**src/design/sbl_map.svh**
```systemverilog
// constants for the serial binary load/unload command handler
`ifndef SBL_MAP_SVH
`define SBL_MAP_SVH

// ----------------------------------------------------------------------
// characters
// ----------------------------------------------------------------------
`define SBL_CH_CR 8'h0d
`define SBL_CH_LF 8'h0a
`define SBL_CH_RUB 8'h7f
`define SBL_CH_SP 8'h20
`define SBL_CH_XU 8'h58
`define SBL_CH_XL 8'h78
`define SBL_CH_CTLC 8'h03
`define SBL_CH_CTLO 8'h0f
`define SBL_CH_XON 8'h11
`define SBL_CH_XOFF 8'h13
`define SBL_CH_GT 8'h3e
`define SBL_CH_QM 8'h3f
`define SBL_CH_E 8'h45
`define SBL_CH_R 8'h52
`define SBL_CH_0 8'h30
`define SBL_CH_9 8'h39
`define SBL_CH_UA 8'h41
`define SBL_CH_UF 8'h46
`define SBL_CH_LA 8'h61
`define SBL_CH_LF_HEX 8'h66
`define SBL_HEX_TEN 8'h0a

// ----------------------------------------------------------------------
// command fields and messages
// ----------------------------------------------------------------------
`define SBL_DIR_BIT 31
`define SBL_FIELD_CMD 2'h0
`define SBL_FIELD_ADDR 2'h1
`define SBL_FIELD_CNT 2'h2
`define SBL_KIND_NONE 2'h0
`define SBL_KIND_HEX 2'h1
`define SBL_KIND_SP 2'h2
`define SBL_KIND_X 2'h3
`define SBL_PROMPT_LAST 4'h2
`define SBL_ERR_LAST 4'h8
`define SBL_REM_LAST 31'h1

// ----------------------------------------------------------------------
// timing
// ----------------------------------------------------------------------
`define SBL_TIMEOUT_S 64'd60
`define SBL_CLK_HZ 64'd40000000

`endif

```
**src/design/sbl_pkg.sv**
```systemverilog
// types shared by the serial binary load/unload command handler
package sbl_pkg;

    typedef enum logic [3:0] {
        SBL_ST_LINE = 4'b0000,
        SBL_ST_CKSUM = 4'b0001,
        SBL_ST_MSG = 4'b0010,
        SBL_ST_LOAD = 4'b0011,
        SBL_ST_LDWR = 4'b0100,
        SBL_ST_LDSUM = 4'b0101,
        SBL_ST_ULRD = 4'b0110,
        SBL_ST_ULSEND = 4'b0111,
        SBL_ST_ULSUM = 4'b1000
    } sbl_state_t;

    typedef enum logic {
        SBL_MSG_PROMPT = 1'b0,
        SBL_MSG_ERR = 1'b1
    } sbl_msg_t;

    typedef struct packed {
        logic [7:0] data;
        logic err;
    } sbl_rx_t;

    typedef struct packed {
        logic we;
        logic [31:0] addr;
        logic [7:0] wdata;
    } sbl_mem_req_t;

endpackage

```
**src/design/sbl_binload.sv**
```systemverilog
// console binary load/unload command handler with two-entry transmit buffer
`include "sbl_map.svh"

module sbl_binload #(
    parameter logic [31:0] TIMEOUT_CYC = 32'(`SBL_TIMEOUT_S * `SBL_CLK_HZ)
) (
    // clock and reset
    input wire logic clk,
    input wire logic sys_rst,
    // received serial bytes
    input wire logic rxValid,
    input wire sbl_pkg::sbl_rx_t rxByte,
    output logic rxReady,
    // transmitted serial bytes
    output logic txValid,
    output logic [7:0] txData,
    input wire logic txReady,
    // memory port
    output logic memReqValid,
    output sbl_pkg::sbl_mem_req_t memReqBits,
    input wire logic memAck,
    input wire logic memErr,
    input wire logic [7:0] memRdata,
    // status
    output logic busy
);
    import sbl_pkg::*;

    // ------------------------------------------------------------------
    // decoding helpers
    // ------------------------------------------------------------------
    function automatic logic [4:0] hexVal(input logic [7:0] c);
        if (c >= `SBL_CH_0 && c <= `SBL_CH_9) begin
            return {1'b1, 4'(c - `SBL_CH_0)};
        end else if (c >= `SBL_CH_UA && c <= `SBL_CH_UF) begin
            return {1'b1, 4'(c - `SBL_CH_UA + `SBL_HEX_TEN)};
        end else if (c >= `SBL_CH_LA && c <= `SBL_CH_LF_HEX) begin
            return {1'b1, 4'(c - `SBL_CH_LA + `SBL_HEX_TEN)};
        end
        return 5'h00;
    endfunction

    function automatic logic [7:0] msgChar(input sbl_msg_t sel, input logic [3:0] idx);
        if (sel == SBL_MSG_PROMPT) begin
            return `SBL_CH_GT;
        end
        case (idx)
            4'h0: return `SBL_CH_QM;
            4'h1: return `SBL_CH_E;
            4'h2, 4'h3: return `SBL_CH_R;
            4'h4: return `SBL_CH_CR;
            4'h5: return `SBL_CH_LF;
            default: return `SBL_CH_GT;
        endcase
    endfunction

    function automatic logic isUnload(input sbl_state_t s);
        return s == SBL_ST_ULRD || s == SBL_ST_ULSEND || s == SBL_ST_ULSUM;
    endfunction

    // ------------------------------------------------------------------
    // transmit buffer
    // ------------------------------------------------------------------
    logic pushValid;
    logic pushReady;
    logic [7:0] pushData;
    logic [7:0] bufReg [2];
    logic [7:0] bufNext [2];
    logic wrPtrReg, wrPtrNext, rdPtrReg, rdPtrNext;
    logic [1:0] fillReg, fillNext;
    logic [7:0] txDataNext;

    // transmitter stall (txReady low) holds bytes here instead of losing them
    assign pushReady = fillReg != 2'h2;
    assign txValid = fillReg != 2'h0;

    always_comb begin
        logic push;
        logic pop;
        push = pushValid && pushReady;
        pop = txValid && txReady;
        wrPtrNext = push ? ~wrPtrReg : wrPtrReg;
        rdPtrNext = pop ? ~rdPtrReg : rdPtrReg;
        fillNext = 2'(fillReg + {1'b0, push} - {1'b0, pop});
        for (int i = 0; i < 2; i++) begin
            bufNext[i] = (push && wrPtrReg == 1'(i)) ? pushData : bufReg[i];
        end
        txDataNext = bufNext[rdPtrNext];
    end

    always_ff @(posedge clk or posedge sys_rst) begin
        if (sys_rst) begin
            wrPtrReg <= 1'b0;
            rdPtrReg <= 1'b0;
            fillReg <= 2'h0;
            bufReg[0] <= 8'h00;
            bufReg[1] <= 8'h00;
            txData <= 8'h00;
        end else begin
            wrPtrReg <= wrPtrNext;
            rdPtrReg <= rdPtrNext;
            fillReg <= fillNext;
            bufReg <= bufNext;
            txData <= txDataNext;
        end
    end

    // ------------------------------------------------------------------
    // command and transfer sequencer
    // ------------------------------------------------------------------
    sbl_state_t stateReg, stateNext, retReg, retNext;
    sbl_msg_t msgSelReg, msgSelNext;
    logic [3:0] msgIdxReg, msgIdxNext;
    logic [1:0] fieldReg, fieldNext, kindReg, kindNext;
    logic lineOkReg, lineOkNext;
    logic [7:0] lastChReg, lastChNext, sumReg, sumNext, dataReg, dataNext;
    logic [31:0] addrReg, addrNext, cntReg, cntNext, tmrReg, tmrNext;
    logic [30:0] remReg, remNext;
    logic errReg, errNext, pausedReg, pausedNext, suppReg, suppNext;
    logic rxFire, waiting, timeout;
    logic [7:0] rxD;
    logic [7:0] ckSum;

    assign rxD = rxByte.data;
    assign rxFire = rxValid && rxReady;
    assign ckSum = 8'(sumReg + rxD);
    assign waiting = stateReg == SBL_ST_CKSUM || stateReg == SBL_ST_LOAD
        || stateReg == SBL_ST_LDSUM;
    assign timeout = waiting && tmrReg >= TIMEOUT_CYC - 32'h1;
    assign busy = stateReg != SBL_ST_LINE;
    assign memReqValid = stateReg == SBL_ST_LDWR || stateReg == SBL_ST_ULRD;
    assign memReqBits = '{we: stateReg == SBL_ST_LDWR, addr: addrReg, wdata: dataReg};

    always_comb begin
        case (stateReg)
            SBL_ST_LINE: rxReady = pushReady;
            SBL_ST_MSG, SBL_ST_LDWR: rxReady = 1'b0;
            default: rxReady = 1'b1;
        endcase
    end

    always_comb begin
        logic startMsg;
        logic [4:0] hv;
        logic advance;
        sbl_msg_t startSel;
        sbl_state_t startRet;
        startMsg = 1'b0;
        startSel = SBL_MSG_PROMPT;
        startRet = SBL_ST_LINE;
        advance = 1'b0;
        hv = hexVal(rxD);
        stateNext = stateReg;
        retNext = retReg;
        msgSelNext = msgSelReg;
        msgIdxNext = msgIdxReg;
        fieldNext = fieldReg;
        kindNext = kindReg;
        lineOkNext = lineOkReg;
        lastChNext = lastChReg;
        sumNext = sumReg;
        dataNext = dataReg;
        addrNext = addrReg;
        cntNext = cntReg;
        remNext = remReg;
        errNext = errReg;
        pausedNext = pausedReg;
        suppNext = suppReg;
        pushValid = 1'b0;
        pushData = rxD;
        tmrNext = (waiting && !rxFire) ? tmrReg + 32'h1 : 32'h0;
        case (stateReg)
            SBL_ST_LINE: begin
                if (rxFire) begin
                    if (rxD == `SBL_CH_CR) begin
                        pausedNext = 1'b0;
                        fieldNext = `SBL_FIELD_CMD;
                        lineOkNext = 1'b0;
                        kindNext = `SBL_KIND_NONE;
                        if (lineOkReg && fieldReg == `SBL_FIELD_CNT) begin
                            stateNext = SBL_ST_CKSUM;
                        end else begin
                            sumNext = 8'h00;
                            addrNext = 32'h0;
                            cntNext = 32'h0;
                        end
                    end else if (rxD == `SBL_CH_XOFF || rxD == `SBL_CH_XON) begin
                        pausedNext = rxD == `SBL_CH_XOFF;
                    end else if (rxD == `SBL_CH_RUB) begin
                        // only the most recent character can be taken back
                        if (kindReg != `SBL_KIND_NONE) begin
                            sumNext = 8'(sumReg - lastChReg);
                        end
                        if (kindReg == `SBL_KIND_HEX && fieldReg == `SBL_FIELD_ADDR) begin
                            addrNext = addrReg >> 4;
                        end
                        if (kindReg == `SBL_KIND_HEX && fieldReg == `SBL_FIELD_CNT) begin
                            cntNext = cntReg >> 4;
                        end
                        if (kindReg == `SBL_KIND_SP) begin
                            fieldNext = 2'(fieldReg - 2'h1);
                        end
                        if (kindReg == `SBL_KIND_X) begin
                            lineOkNext = 1'b0;
                        end
                        kindNext = `SBL_KIND_NONE;
                    end else begin
                        sumNext = ckSum;
                        pushValid = 1'b1;
                        lastChNext = rxD;
                        if (fieldReg == `SBL_FIELD_CMD && !lineOkReg
                            && (rxD == `SBL_CH_XU || rxD == `SBL_CH_XL)) begin
                            lineOkNext = 1'b1;
                            kindNext = `SBL_KIND_X;
                        end else if (rxD == `SBL_CH_SP && lineOkReg
                            && fieldReg != `SBL_FIELD_CNT) begin
                            fieldNext = 2'(fieldReg + 2'h1);
                            kindNext = `SBL_KIND_SP;
                        end else if (hv[4] && fieldReg == `SBL_FIELD_ADDR) begin
                            addrNext = {addrReg[27:0], hv[3:0]};
                            kindNext = `SBL_KIND_HEX;
                        end else if (hv[4] && fieldReg == `SBL_FIELD_CNT) begin
                            cntNext = {cntReg[27:0], hv[3:0]};
                            kindNext = `SBL_KIND_HEX;
                        end else begin
                            lineOkNext = 1'b0;
                            kindNext = `SBL_KIND_NONE;
                        end
                    end
                end
            end
            SBL_ST_CKSUM: begin
                if (timeout) begin
                    startMsg = 1'b1;
                    startSel = SBL_MSG_ERR;
                end else if (rxFire) begin
                    startMsg = 1'b1;
                    if (ckSum == 8'h00) begin
                        sumNext = 8'h00;
                        errNext = 1'b0;
                        suppNext = 1'b0;
                        remNext = cntReg[30:0];
                        if (cntReg[`SBL_DIR_BIT]) begin
                            startRet = cntReg[30:0] == 31'h0 ? SBL_ST_ULSUM : SBL_ST_ULRD;
                        end else begin
                            startRet = cntReg[30:0] == 31'h0 ? SBL_ST_LDSUM : SBL_ST_LOAD;
                        end
                    end else begin
                        startSel = SBL_MSG_ERR;
                    end
                end
            end
            SBL_ST_MSG: begin
                if (!pausedReg) begin
                    pushValid = 1'b1;
                    pushData = msgChar(msgSelReg, msgIdxReg);
                    if (pushReady) begin
                        msgIdxNext = 4'(msgIdxReg + 4'h1);
                        if (msgIdxReg == (msgSelReg == SBL_MSG_ERR ? `SBL_ERR_LAST
                            : `SBL_PROMPT_LAST)) begin
                            stateNext = retReg;
                        end
                    end
                end
            end
            SBL_ST_LOAD: begin
                if (timeout) begin
                    startMsg = 1'b1;
                    startSel = SBL_MSG_ERR;
                end else if (rxFire) begin
                    sumNext = ckSum;
                    dataNext = rxD;
                    errNext = errReg || rxByte.err;
                    stateNext = SBL_ST_LDWR;
                end
            end
            SBL_ST_LDWR: begin
                if (memAck) begin
                    errNext = errReg || memErr;
                    addrNext = addrReg + 32'h1;
                    remNext = remReg - 31'h1;
                    stateNext = remReg == `SBL_REM_LAST ? SBL_ST_LDSUM : SBL_ST_LOAD;
                end
            end
            SBL_ST_LDSUM: begin
                if (timeout) begin
                    startMsg = 1'b1;
                    startSel = SBL_MSG_ERR;
                end else if (rxFire) begin
                    startMsg = 1'b1;
                    startSel = (ckSum != 8'h00 || errReg || rxByte.err)
                        ? SBL_MSG_ERR : SBL_MSG_PROMPT;
                end
            end
            SBL_ST_ULRD: begin
                if (memAck) begin
                    dataNext = memRdata;
                    errNext = errReg || memErr;
                    stateNext = SBL_ST_ULSEND;
                end
            end
            SBL_ST_ULSEND, SBL_ST_ULSUM: begin
                // suppressed output still counts, so the stream stays framed
                pushData = stateReg == SBL_ST_ULSUM ? 8'(-sumReg) : dataReg;
                pushValid = !suppReg && !pausedReg;
                advance = suppReg || (pushValid && pushReady);
                if (advance && stateReg == SBL_ST_ULSEND) begin
                    sumNext = 8'(sumReg + dataReg);
                    addrNext = addrReg + 32'h1;
                    remNext = remReg - 31'h1;
                    stateNext = remReg == `SBL_REM_LAST ? SBL_ST_ULSUM : SBL_ST_ULRD;
                end else if (advance) begin
                    startMsg = 1'b1;
                    startSel = errReg ? SBL_MSG_ERR : SBL_MSG_PROMPT;
                end
            end
            default: begin
                stateNext = SBL_ST_LINE;
            end
        endcase
        if (isUnload(stateReg) && rxFire) begin
            errNext = errNext || rxByte.err;
            if (rxD == `SBL_CH_XOFF || rxD == `SBL_CH_XON) begin
                pausedNext = rxD == `SBL_CH_XOFF;
            end else if (rxD == `SBL_CH_CTLO) begin
                suppNext = !suppReg;
            end else if (rxD == `SBL_CH_CTLC) begin
                startMsg = 1'b1;
                startSel = SBL_MSG_ERR;
                startRet = SBL_ST_LINE;
            end
        end
        if (startMsg) begin
            stateNext = SBL_ST_MSG;
            msgSelNext = startSel;
            msgIdxNext = 4'h0;
            retNext = startRet;
            if (startRet == SBL_ST_LINE) begin
                // no byte is taken while a message goes out, so a held pause would lock up
                pausedNext = 1'b0;
                sumNext = 8'h00;
                addrNext = 32'h0;
                cntNext = 32'h0;
                suppNext = 1'b0;
            end
        end
    end

    always_ff @(posedge clk or posedge sys_rst) begin
        if (sys_rst) begin
            stateReg <= SBL_ST_LINE;
            retReg <= SBL_ST_LINE;
            msgSelReg <= SBL_MSG_PROMPT;
            msgIdxReg <= 4'h0;
            fieldReg <= `SBL_FIELD_CMD;
            kindReg <= `SBL_KIND_NONE;
            lineOkReg <= 1'b0;
            lastChReg <= 8'h00;
            sumReg <= 8'h00;
            dataReg <= 8'h00;
            addrReg <= 32'h0;
            cntReg <= 32'h0;
            tmrReg <= 32'h0;
            remReg <= 31'h0;
            errReg <= 1'b0;
            pausedReg <= 1'b0;
            suppReg <= 1'b0;
        end else begin
            stateReg <= stateNext;
            retReg <= retNext;
            msgSelReg <= msgSelNext;
            msgIdxReg <= msgIdxNext;
            fieldReg <= fieldNext;
            kindReg <= kindNext;
            lineOkReg <= lineOkNext;
            lastChReg <= lastChNext;
            sumReg <= sumNext;
            dataReg <= dataNext;
            addrReg <= addrNext;
            cntReg <= cntNext;
            tmrReg <= tmrNext;
            remReg <= remNext;
            errReg <= errNext;
            pausedReg <= pausedNext;
            suppReg <= suppNext;
        end
    end

    // ------------------------------------------------------------------
    // checks
    // ------------------------------------------------------------------
    AST_NO_ECHO_CKSUM: assert property (@(posedge clk) disable iff (sys_rst)
        stateReg == SBL_ST_CKSUM |-> !pushValid) else $error("checksum byte echoed");
    AST_NO_ECHO_LOAD: assert property (@(posedge clk) disable iff (sys_rst)
        (stateReg inside {SBL_ST_LOAD, SBL_ST_LDWR, SBL_ST_LDSUM}) |-> !pushValid)
        else $error("output during load");
    AST_BAD_CMD: assert property (@(posedge clk) disable iff (sys_rst)
        stateReg == SBL_ST_CKSUM && rxFire && ckSum != 8'h00 && !timeout
        |=> stateReg == SBL_ST_MSG && msgSelReg == SBL_MSG_ERR && retReg == SBL_ST_LINE)
        else $error("bad command checksum not refused");
    AST_GOOD_CMD: assert property (@(posedge clk) disable iff (sys_rst)
        stateReg == SBL_ST_CKSUM && rxFire && ckSum == 8'h00 && !timeout
        |=> stateReg == SBL_ST_MSG && msgSelReg == SBL_MSG_PROMPT && retReg != SBL_ST_LINE)
        else $error("good command not prompted");
    AST_DIR_LOAD: assert property (@(posedge clk) disable iff (sys_rst)
        memReqValid && memReqBits.we |-> !cntReg[`SBL_DIR_BIT])
        else $error("memory written during unload");
    AST_UL_SUM: assert property (@(posedge clk) disable iff (sys_rst)
        stateReg == SBL_ST_ULSUM && pushValid |-> 8'(pushData + sumReg) == 8'h00)
        else $error("wrong unload checksum");
    AST_TIMEOUT: assert property (@(posedge clk) disable iff (sys_rst)
        timeout |=> stateReg == SBL_ST_MSG && msgSelReg == SBL_MSG_ERR)
        else $error("deadline missed without abort");
    AST_COUNT_DOWN: assert property (@(posedge clk) disable iff (sys_rst)
        stateReg == SBL_ST_LDWR && memAck
        |=> remReg == $past(remReg) - 31'h1 && addrReg == $past(addrReg) + 32'h1)
        else $error("count or address not stepped");
    AST_FLOW_OFF: assert property (@(posedge clk) disable iff (sys_rst)
        stateReg == SBL_ST_LINE && rxFire && rxD == `SBL_CH_CR |=> !pausedReg)
        else $error("flow control still active after carriage return");
    AST_LOAD_ERR: assert property (@(posedge clk) disable iff (sys_rst)
        stateReg == SBL_ST_LDSUM && rxFire && !timeout && (errReg || ckSum != 8'h00)
        |=> msgSelReg == SBL_MSG_ERR) else $error("load error not reported");

endmodule // sbl_binload

```
**config.mk**
```make
export PLATFORM = sky130hd
export DESIGN_NAME = sbl_binload
export DESIGN_NICKNAME = d
export VERILOG_FILES = /design/src/design/sbl_pkg.sv /design/src/design/sbl_binload.sv
export VERILOG_INCLUDE_DIRS = /design/src /design/src/design
export SDC_FILE = /design/constraint.sdc
export NUM_CORES = 1
export LEC_CHECK = 0
export BUFFER_PORTS_ARGS = -buffer_cell sky130_fd_sc_hd__buf_2
export CAP_MARGIN = 40
export CORE_MARGIN = 1.5
export CORE_UTILIZATION = 40
export CTS_CLUSTER_DIAMETER = 50
export DETAILED_ROUTE_END_ITERATION = 8
export PLACE_DENSITY = 0.56
export SLEW_MARGIN = 40
export SYNTH_ARGS = -nofsm -noshare
export SYNTH_HDL_FRONTEND = slang
export SYNTH_SLANG_ARGS = --single-unit
```
**constraint.sdc**
```tcl
create_clock -name clk -period 15 [get_ports clk]
set_input_delay 0.75 -clock clk [delete_from_list [all_inputs] [get_ports clk]]
set_output_delay 0.75 -clock clk [all_outputs]
set_load 0.005 [all_outputs]
```
==> out/metrics.cfg, run 1 <==
[status]
run_status=complete, no violations

[worst_setup_path]
crit-reg2reg-launch=sumReg[0]
worstPathCellList=ha_1 > fa_1 > a211oi_1 > o21ba_2 > o221ai_1 > a2111oi_4 > a31oi_2 > nor2_4 > o21ai_0 > a22oi_1
critPathCaptureType=register
worst-setup-path-type=reg2reg
cp_num_cells=10
critical_path_peak_fanout=34
cp_data_arrival_time_ps=4660
worstPathRequired_ps=15370
startpoint=sumReg[0]
start_kind=register
cp_slowest_stage_delay_ps=690
family_with_the_most_delay_on_the_worst_path=compound AO/OA/AOI/OAI gates
timing.reg2reg.worst_path_depth=10
cpMaxStageDelayCell=sky130_fd_sc_hd__nor2_4
worstPathBufferInverterCount=0

[global_routing]
globalRouteOverflowTotal=0
all_layer_global_routing_usage_pct=25.9
grt_max_degree=134
grt_antenna_before_repair=0
grt_pass1_vias=13100
first_pass_grt_wire_length_mm=74.5

[layout]
nNetsFinal=1869
layout-area-overhead-vs-synth_pct=9.19
antenna_cells_inserted=0
finalInstanceArea_um2=15400
fillerInstances=3457
final_layout_size_suffix_gt1_share_pct=10.4

[die]
placementRows=68
die-area_um2=36500
die-width_um=191
dieHeight_um=191
core_ar_um2=34600
start_util_pct=40.8
num_ports=76

[logic_synthesis]
post_synth_most_frequent_cells=sky130_fd_sc_hd__nor2_1 (232), sky130_fd_sc_hd__dfrtp_1 (200), sky130_fd_sc_hd__a21oi_1 (190), sky130_fd_sc_hd__nand2_1 (177), sky130_fd_sc_hd__o21ai_0 (160)
post_synth_num_cell_types=88
post_synth_instance_area_um2=14100
yosysMostFrequentCell=sky130_fd_sc_hd__nor2_1
dominant_cells_by_area_after_synthesis=sky130_fd_sc_hd__dfrtp_1 (35%), sky130_fd_sc_hd__a21oi_1 (6.7%), sky130_fd_sc_hd__nor2_1 (6.2%), sky130_fd_sc_hd__o21ai_0 (5.7%), sky130_fd_sc_hd__nand2_1 (4.7%)
post_synth_inst_count=1797
syn_nets=1863
edff_count_synth=0
share_of_flip_flops_with_an_asynchronous_set_or_reset_after_synthesis_pct=100
register_area_share_after_synthesis_pct=35.4
ys.warnings.count=0
synthesis.area_per_instance_um2=7.87
synthDominantAreaCellType=sky130_fd_sc_hd__dfrtp_1
ys_ff_latch=200
synthFlopType=sky130_fd_sc_hd__dfrtp_1
netlist.area_leader.share_pct=35.4

[detailed_routing]
initialDrtViolationCount=1230
first_pass_iters=6
via_per_inst=6.15
vias=14000
remaining_number_of_nets_flagged_by_the_antenna_check_after_routing=0
wire_per_inst_um=20.6
total_routed_wirelength_mm=46.9
detail_route.drc_violations=0

[cts]
clk_transition_reported_paths_ps=80
cts_inserted_buffers=17
cts_htree_levels=4
maximum_root_to_sink_buffer_count=2
clock_tree_from_tritoncts=yes
postCtsHoldBufs=0
clock_insertion_delay_worst_skew_ps=460
cts.root.buffer_cell=sky130_fd_sc_hd__clkbuf_16
post-cts-setup-buffer-count=0
cts_sinks=200
post_cts_resized=0

[sta]
final-hold-violation-count=0
fmax_mhz=233
slew-limit-headroom_pct=44.8
unrepaired_setup_endpoints_after_global_routing=no
clock_skew_ps=16.0
fin_ws_ps=10710
timing_worst_slew_pin_value_ps=821
timing.final.crit_period_ps=4290
min_period_over_period_pct=28.6
count_of_pins_over_their_slew_limit=0
hold_slack_ps=421
totalNegativeSetupSlack_ps=0
setup-violations-final=0

[placement]
dp_hpwl_mm=32.0
detailed_place.area_um2=14800
dpl_worst_slack_ps=10420
gp_routability_congestion=0.940
portBuffers=75

[power_and_ir_drop]
peakVddDrop_mv=0.120
power.static_leakage_nw=6.46
powerDensity_nw_per_um2=178

[worst_hold_path]
timing.hold.worst.class=in2async

[run]
maximum_capacitance_violations=0

## cell usage in the layout (no fill, tap or decap), types with 9 or more instances in the layout
cell / netlist / routed
sky130_fd_sc_hd__nor2_1: 232 / 230
sky130_fd_sc_hd__dfrtp_1: 200 / 200
sky130_fd_sc_hd__a21oi_1: 190 / 188
sky130_fd_sc_hd__nand2_1: 177 / 174
sky130_fd_sc_hd__o21ai_0: 160 / 158
sky130_fd_sc_hd__buf_2: 10 / 75
sky130_fd_sc_hd__nand3_1: 64 / 64
sky130_fd_sc_hd__o22ai_1: 60 / 60
sky130_fd_sc_hd__nor3_1: 52 / 51
sky130_fd_sc_hd__inv_1: 43 / 42
sky130_fd_sc_hd__ha_1: 40 / 40
sky130_fd_sc_hd__and3_1: 30 / 30
sky130_fd_sc_hd__xor2_1: 29 / 29
sky130_fd_sc_hd__xnor2_1: 29 / 29
sky130_fd_sc_hd__nand4_1: 23 / 23
sky130_fd_sc_hd__buf_4: 0 / 20
sky130_fd_sc_hd__nor4_1: 20 / 19
sky130_fd_sc_hd__mux2i_1: 18 / 18
sky130_fd_sc_hd__or3_1: 17 / 17
sky130_fd_sc_hd__a31oi_1: 17 / 17
sky130_fd_sc_hd__clkbuf_16: 0 / 17
sky130_fd_sc_hd__nor2b_1: 16 / 16
sky130_fd_sc_hd__o31ai_1: 16 / 16
sky130_fd_sc_hd__and2_1: 15 / 15
sky130_fd_sc_hd__a21o_1: 14 / 14
sky130_fd_sc_hd__a211oi_1: 13 / 13
sky130_fd_sc_hd__a22oi_1: 13 / 13
sky130_fd_sc_hd__o211ai_1: 11 / 11
sky130_fd_sc_hd__o221ai_1: 10 / 10
sky130_fd_sc_hd__nand2b_1: 9 / 9
sky130_fd_sc_hd__o21ai_1: 8 / 9
## metal layers
metal  up-vias  track usage (%)  wire, µm
met4         0             7.30      1000
met5         -                0         0
met1      6828             36.0     21300
li1       6593                -         -
met2       478             41.2     21600
met3        72             4.41      2960
## registers in the layout, summed over array words and instances, names as in the netlist, 4 cells and up
register   flops
tmrReg        32
retReg         4
remReg        31
sumReg         8
msgIdxReg      4
addrReg       32
txData         8
stateReg       4
dataReg        8
cntReg        32
bufReg        16
lastChReg      8
## layout make-up
class / instances / area, µm² / share of cell area [%]
repair buffers: 97 / 548 / 3.55
multi-input cells: 1441 / 8510 / 55.2
clock buffers: 18 / 439 / 2.85
clock inverters: 14 / 176 / 1.14
flip-flops and latches: 200 / 5000 / 32.4
well taps: 455 / 569 / 3.69
inverters: 46 / 185 / 1.20
## stage by stage
stage	util (%)	cells	power [W]
global placement	42.6	2239	0.00220
CTS	44.6	2271	0.00274
floorplan	-	1797	0.00182
global route	44.6	2271	0.00296
detailed placement	42.8	2239	0.00223
finish	44.6	2271	0.00275
## power breakdown
| group | leakage [nW] | internal, W | switching, W |
|---|---|---|---|
| Sequential | 2.60 | 0.000660 | 0.000158 |
| Clock | 0.298 | 0.000259 | 0.000246 |
| Combinational | 3.56 | 0.000506 | 0.000925 |
## worst paths after layout
kind / to / slack, ps
worst max-delay path: remReg[14] / 10710
worst min-delay path: txData[3] / 420
worst max register to register: remReg[14] / 10710
worst min register to register: tmrReg[0] / 470
max in group asynchronous: fillReg[1] / 13450
min in group clk: tmrReg[0] / 470
## worst register-to-register path, delay by kind of cell (launching register included)
kind                       cells  cell delay (ps)
AOI/OAI and AO/OA              7             2290
and+or+nand+nor                1              690
DFF                            1              520
adders and majority gates      2              710
## kinds of logic after synthesis
| kind of cell | synth area share, % |
|---|---|
| AND/OR/NAND/NOR | 23.7 |
| AO/OA/AOI/OAI | 27.1 |
| flip-flops | 35.4 |
| buffers and inverters | 4.76 |
| XOR/XNOR | 3.59 |
| adder cells (fa/ha/maj) | 3.96 |
| multiplexers | 1.51 |
(Power assumes the default switching activity.)
==> inputs of run 2 (changes only) <==
--- a/config.mk
+++ b/config.mk
@@ -12,7 +12,7 @@
 export CORE_UTILIZATION = 40
 export CTS_CLUSTER_DIAMETER = 50
 export DETAILED_ROUTE_END_ITERATION = 8
-export PLACE_DENSITY = 0.56
+export PLACE_DENSITY = 0.58
 export SLEW_MARGIN = 40
 export SYNTH_ARGS = -nofsm -noshare
 export SYNTH_HDL_FRONTEND = slang
==> constraint.sdc (replaced) <==
create_clock -name clk -period 3.8 [get_ports clk]
set_input_delay 0.19 -clock clk [delete_from_list [all_inputs] [get_ports clk]]
set_output_delay 0.19 -clock clk [all_outputs]
set_load 0.005 [all_outputs]
==> out/metrics.cfg, run 2 (synthesized netlist as in run 1, its figures left out) <==
[status]
run_status=complete, no violations

[cts]
clock_insertion_delay_worst_skew_ps=460
cts_sinks=200
clk_transition_reported_paths_ps=80
maximum_root_to_sink_buffer_count=2
cts_inserted_buffers=17
post-cts-setup-buffer-count=0
cts_htree_levels=4
clock_tree_from_tritoncts=yes
cts.root.buffer_cell=sky130_fd_sc_hd__clkbuf_16

[sta]
setup-violations-final=0
timing_worst_slew_pin_value_ps=675
unrepaired_setup_endpoints_after_global_routing=no
slew-limit-headroom_pct=54.6
timing.final.crit_period_ps=3600
totalNegativeSetupSlack_ps=0
final-hold-violation-count=0
min_period_over_period_pct=94.7
fin_ws_ps=201
fmax_mhz=278
clock_skew_ps=14.7
hold_slack_ps=24.9
count_of_pins_over_their_slew_limit=0

[global_routing]
first_pass_grt_wire_length_mm=76.6
globalRouteOverflowTotal=0
grt_pass1_vias=13700
all_layer_global_routing_usage_pct=26.5
grt_max_degree=92
grt_antenna_before_repair=0

[worst_setup_path]
worst-setup-path-type=reg2reg
critPathCaptureType=register
critical_path_peak_fanout=32
start_kind=register
cp_data_arrival_time_ps=3970
worstPathRequired_ps=4180

[detailed_routing]
via_per_inst=6.12
initialDrtViolationCount=1322
first_pass_iters=6
detail_route.drc_violations=0
vias=14200
remaining_number_of_nets_flagged_by_the_antenna_check_after_routing=0
wire_per_inst_um=20.3
total_routed_wirelength_mm=47.1

[layout]
highest_count_cells_in_the_layout_ignoring_fill_and_taps=sky130_fd_sc_hd__nor2_1 (231), sky130_fd_sc_hd__dfrtp_1 (200), sky130_fd_sc_hd__a21oi_1 (189), sky130_fd_sc_hd__nand2_1 (176), sky130_fd_sc_hd__o21ai_0 (159)
nNetsFinal=1920
fillerInstances=3481
reg.largest.list=addrReg: 32 flops, cntReg: 32 flops, tmrReg: 32 flops
final_layout_size_suffix_gt1_share_pct=12.3
antenna_cells_inserted=0
mostFrequentLayoutCell=sky130_fd_sc_hd__nor2_1
layout-area-overhead-vs-synth_pct=11.5
post-route-util_pct=45.5

[power_and_ir_drop]
power.static_leakage_nw=6.69
peakVddDrop_mv=0.394
powerDensity_nw_per_um2=691

[die]
start_util_pct=40.8
dieHeight_um=191
num_ports=76
die-area_um2=36500
placementRows=68
core_ar_um2=34600
die-width_um=191

[run]
maximum_capacitance_violations=0

[placement]
dp_hpwl_mm=33.3
dpl_worst_slack_ps=131
portBuffers=75
gp_routability_congestion=0.947

[worst_hold_path]
timing.hold.worst.class=in2reg

## run 2: where the power goes
group | switching, W | internal (W)
clock | 0.000939 | 0.000898
sequential | 0.000480 | 0.00261
combinational | 0.00378 | 0.00217
total | 0.00520 | 0.00568
## run 2: final cells by class
cell class              count  area (µm²)  share of cell area (%)
clock buffers              21         460                    2.92
well taps                 455         569                    3.61
repair buffers            148         963                    6.11
multi-input cells        1441        8480                    53.8
flip-flops and latches    200        5000                    31.8
clock inverters            11         103                   0.651
inverters                  46         176                    1.12
## run 2: metal layers
layer | vias to the layer above | GRT usage [%] | part of all wire [%]
met5 | - | 0 | 0
met4 | 0 | 7.63 | 1.6
met3 | 55 | 3.67 | 6.8
met2 | 569 | 41.8 | 46
met1 | 6886 | 37.6 | 45
li1 | 6692 | - | -
## run 2: worst paths after layout
| check | start | to | slack, ps | cells after the start |
|---|---|---|---|---|
| max | sumReg[0] | remReg[14] | 200 | 12 |
| min | memRdata[2] | dataReg[2] | 20 | 3 |
| max reg2reg | sumReg[0] | remReg[14] | 200 | 12 |
| min reg2reg | tmrReg[0] | tmrReg[0] | 470 | 1 |
| max in group asynchronous | sys_rst | addrReg[19] | 2780 | 4 |
| min in group asynchronous | sys_rst | tmrReg[18] | 210 | 3 |
## run 2: critical path, cell delays in order (launching register included)
cell                        delay, ps
sky130_fd_sc_hd__dfrtp_1          460
sky130_fd_sc_hd__ha_1             260
sky130_fd_sc_hd__fa_1             440
sky130_fd_sc_hd__a211oi_2         310
sky130_fd_sc_hd__o21ba_2          220
sky130_fd_sc_hd__o221ai_1         210
sky130_fd_sc_hd__a2111oi_4        450
sky130_fd_sc_hd__buf_4            210
sky130_fd_sc_hd__a31oi_2          240
sky130_fd_sc_hd__nor2_4           230
sky130_fd_sc_hd__buf_12           210
sky130_fd_sc_hd__o21ai_0          100
sky130_fd_sc_hd__a22oi_1          150
## run 2: stage by stage
stage	instance area [µm²]	power [W]	instances
2_1_floorplan	14100	0.00719	1797
3_3_place_gp	15200	0.00888	2289
3_5_place_dp	15200	0.00897	2289
4_1_cts	15700	0.0108	2322
5_1_grt	15800	0.0118	2322
6_report	15800	0.0109	2322
## run 2: what timing repair did
action                     in CTS  in global routing
resized for setup               0                  1
setup endpoints to repair       0                 69
hold buffers                    1                  0
hold endpoints to repair        6                  0
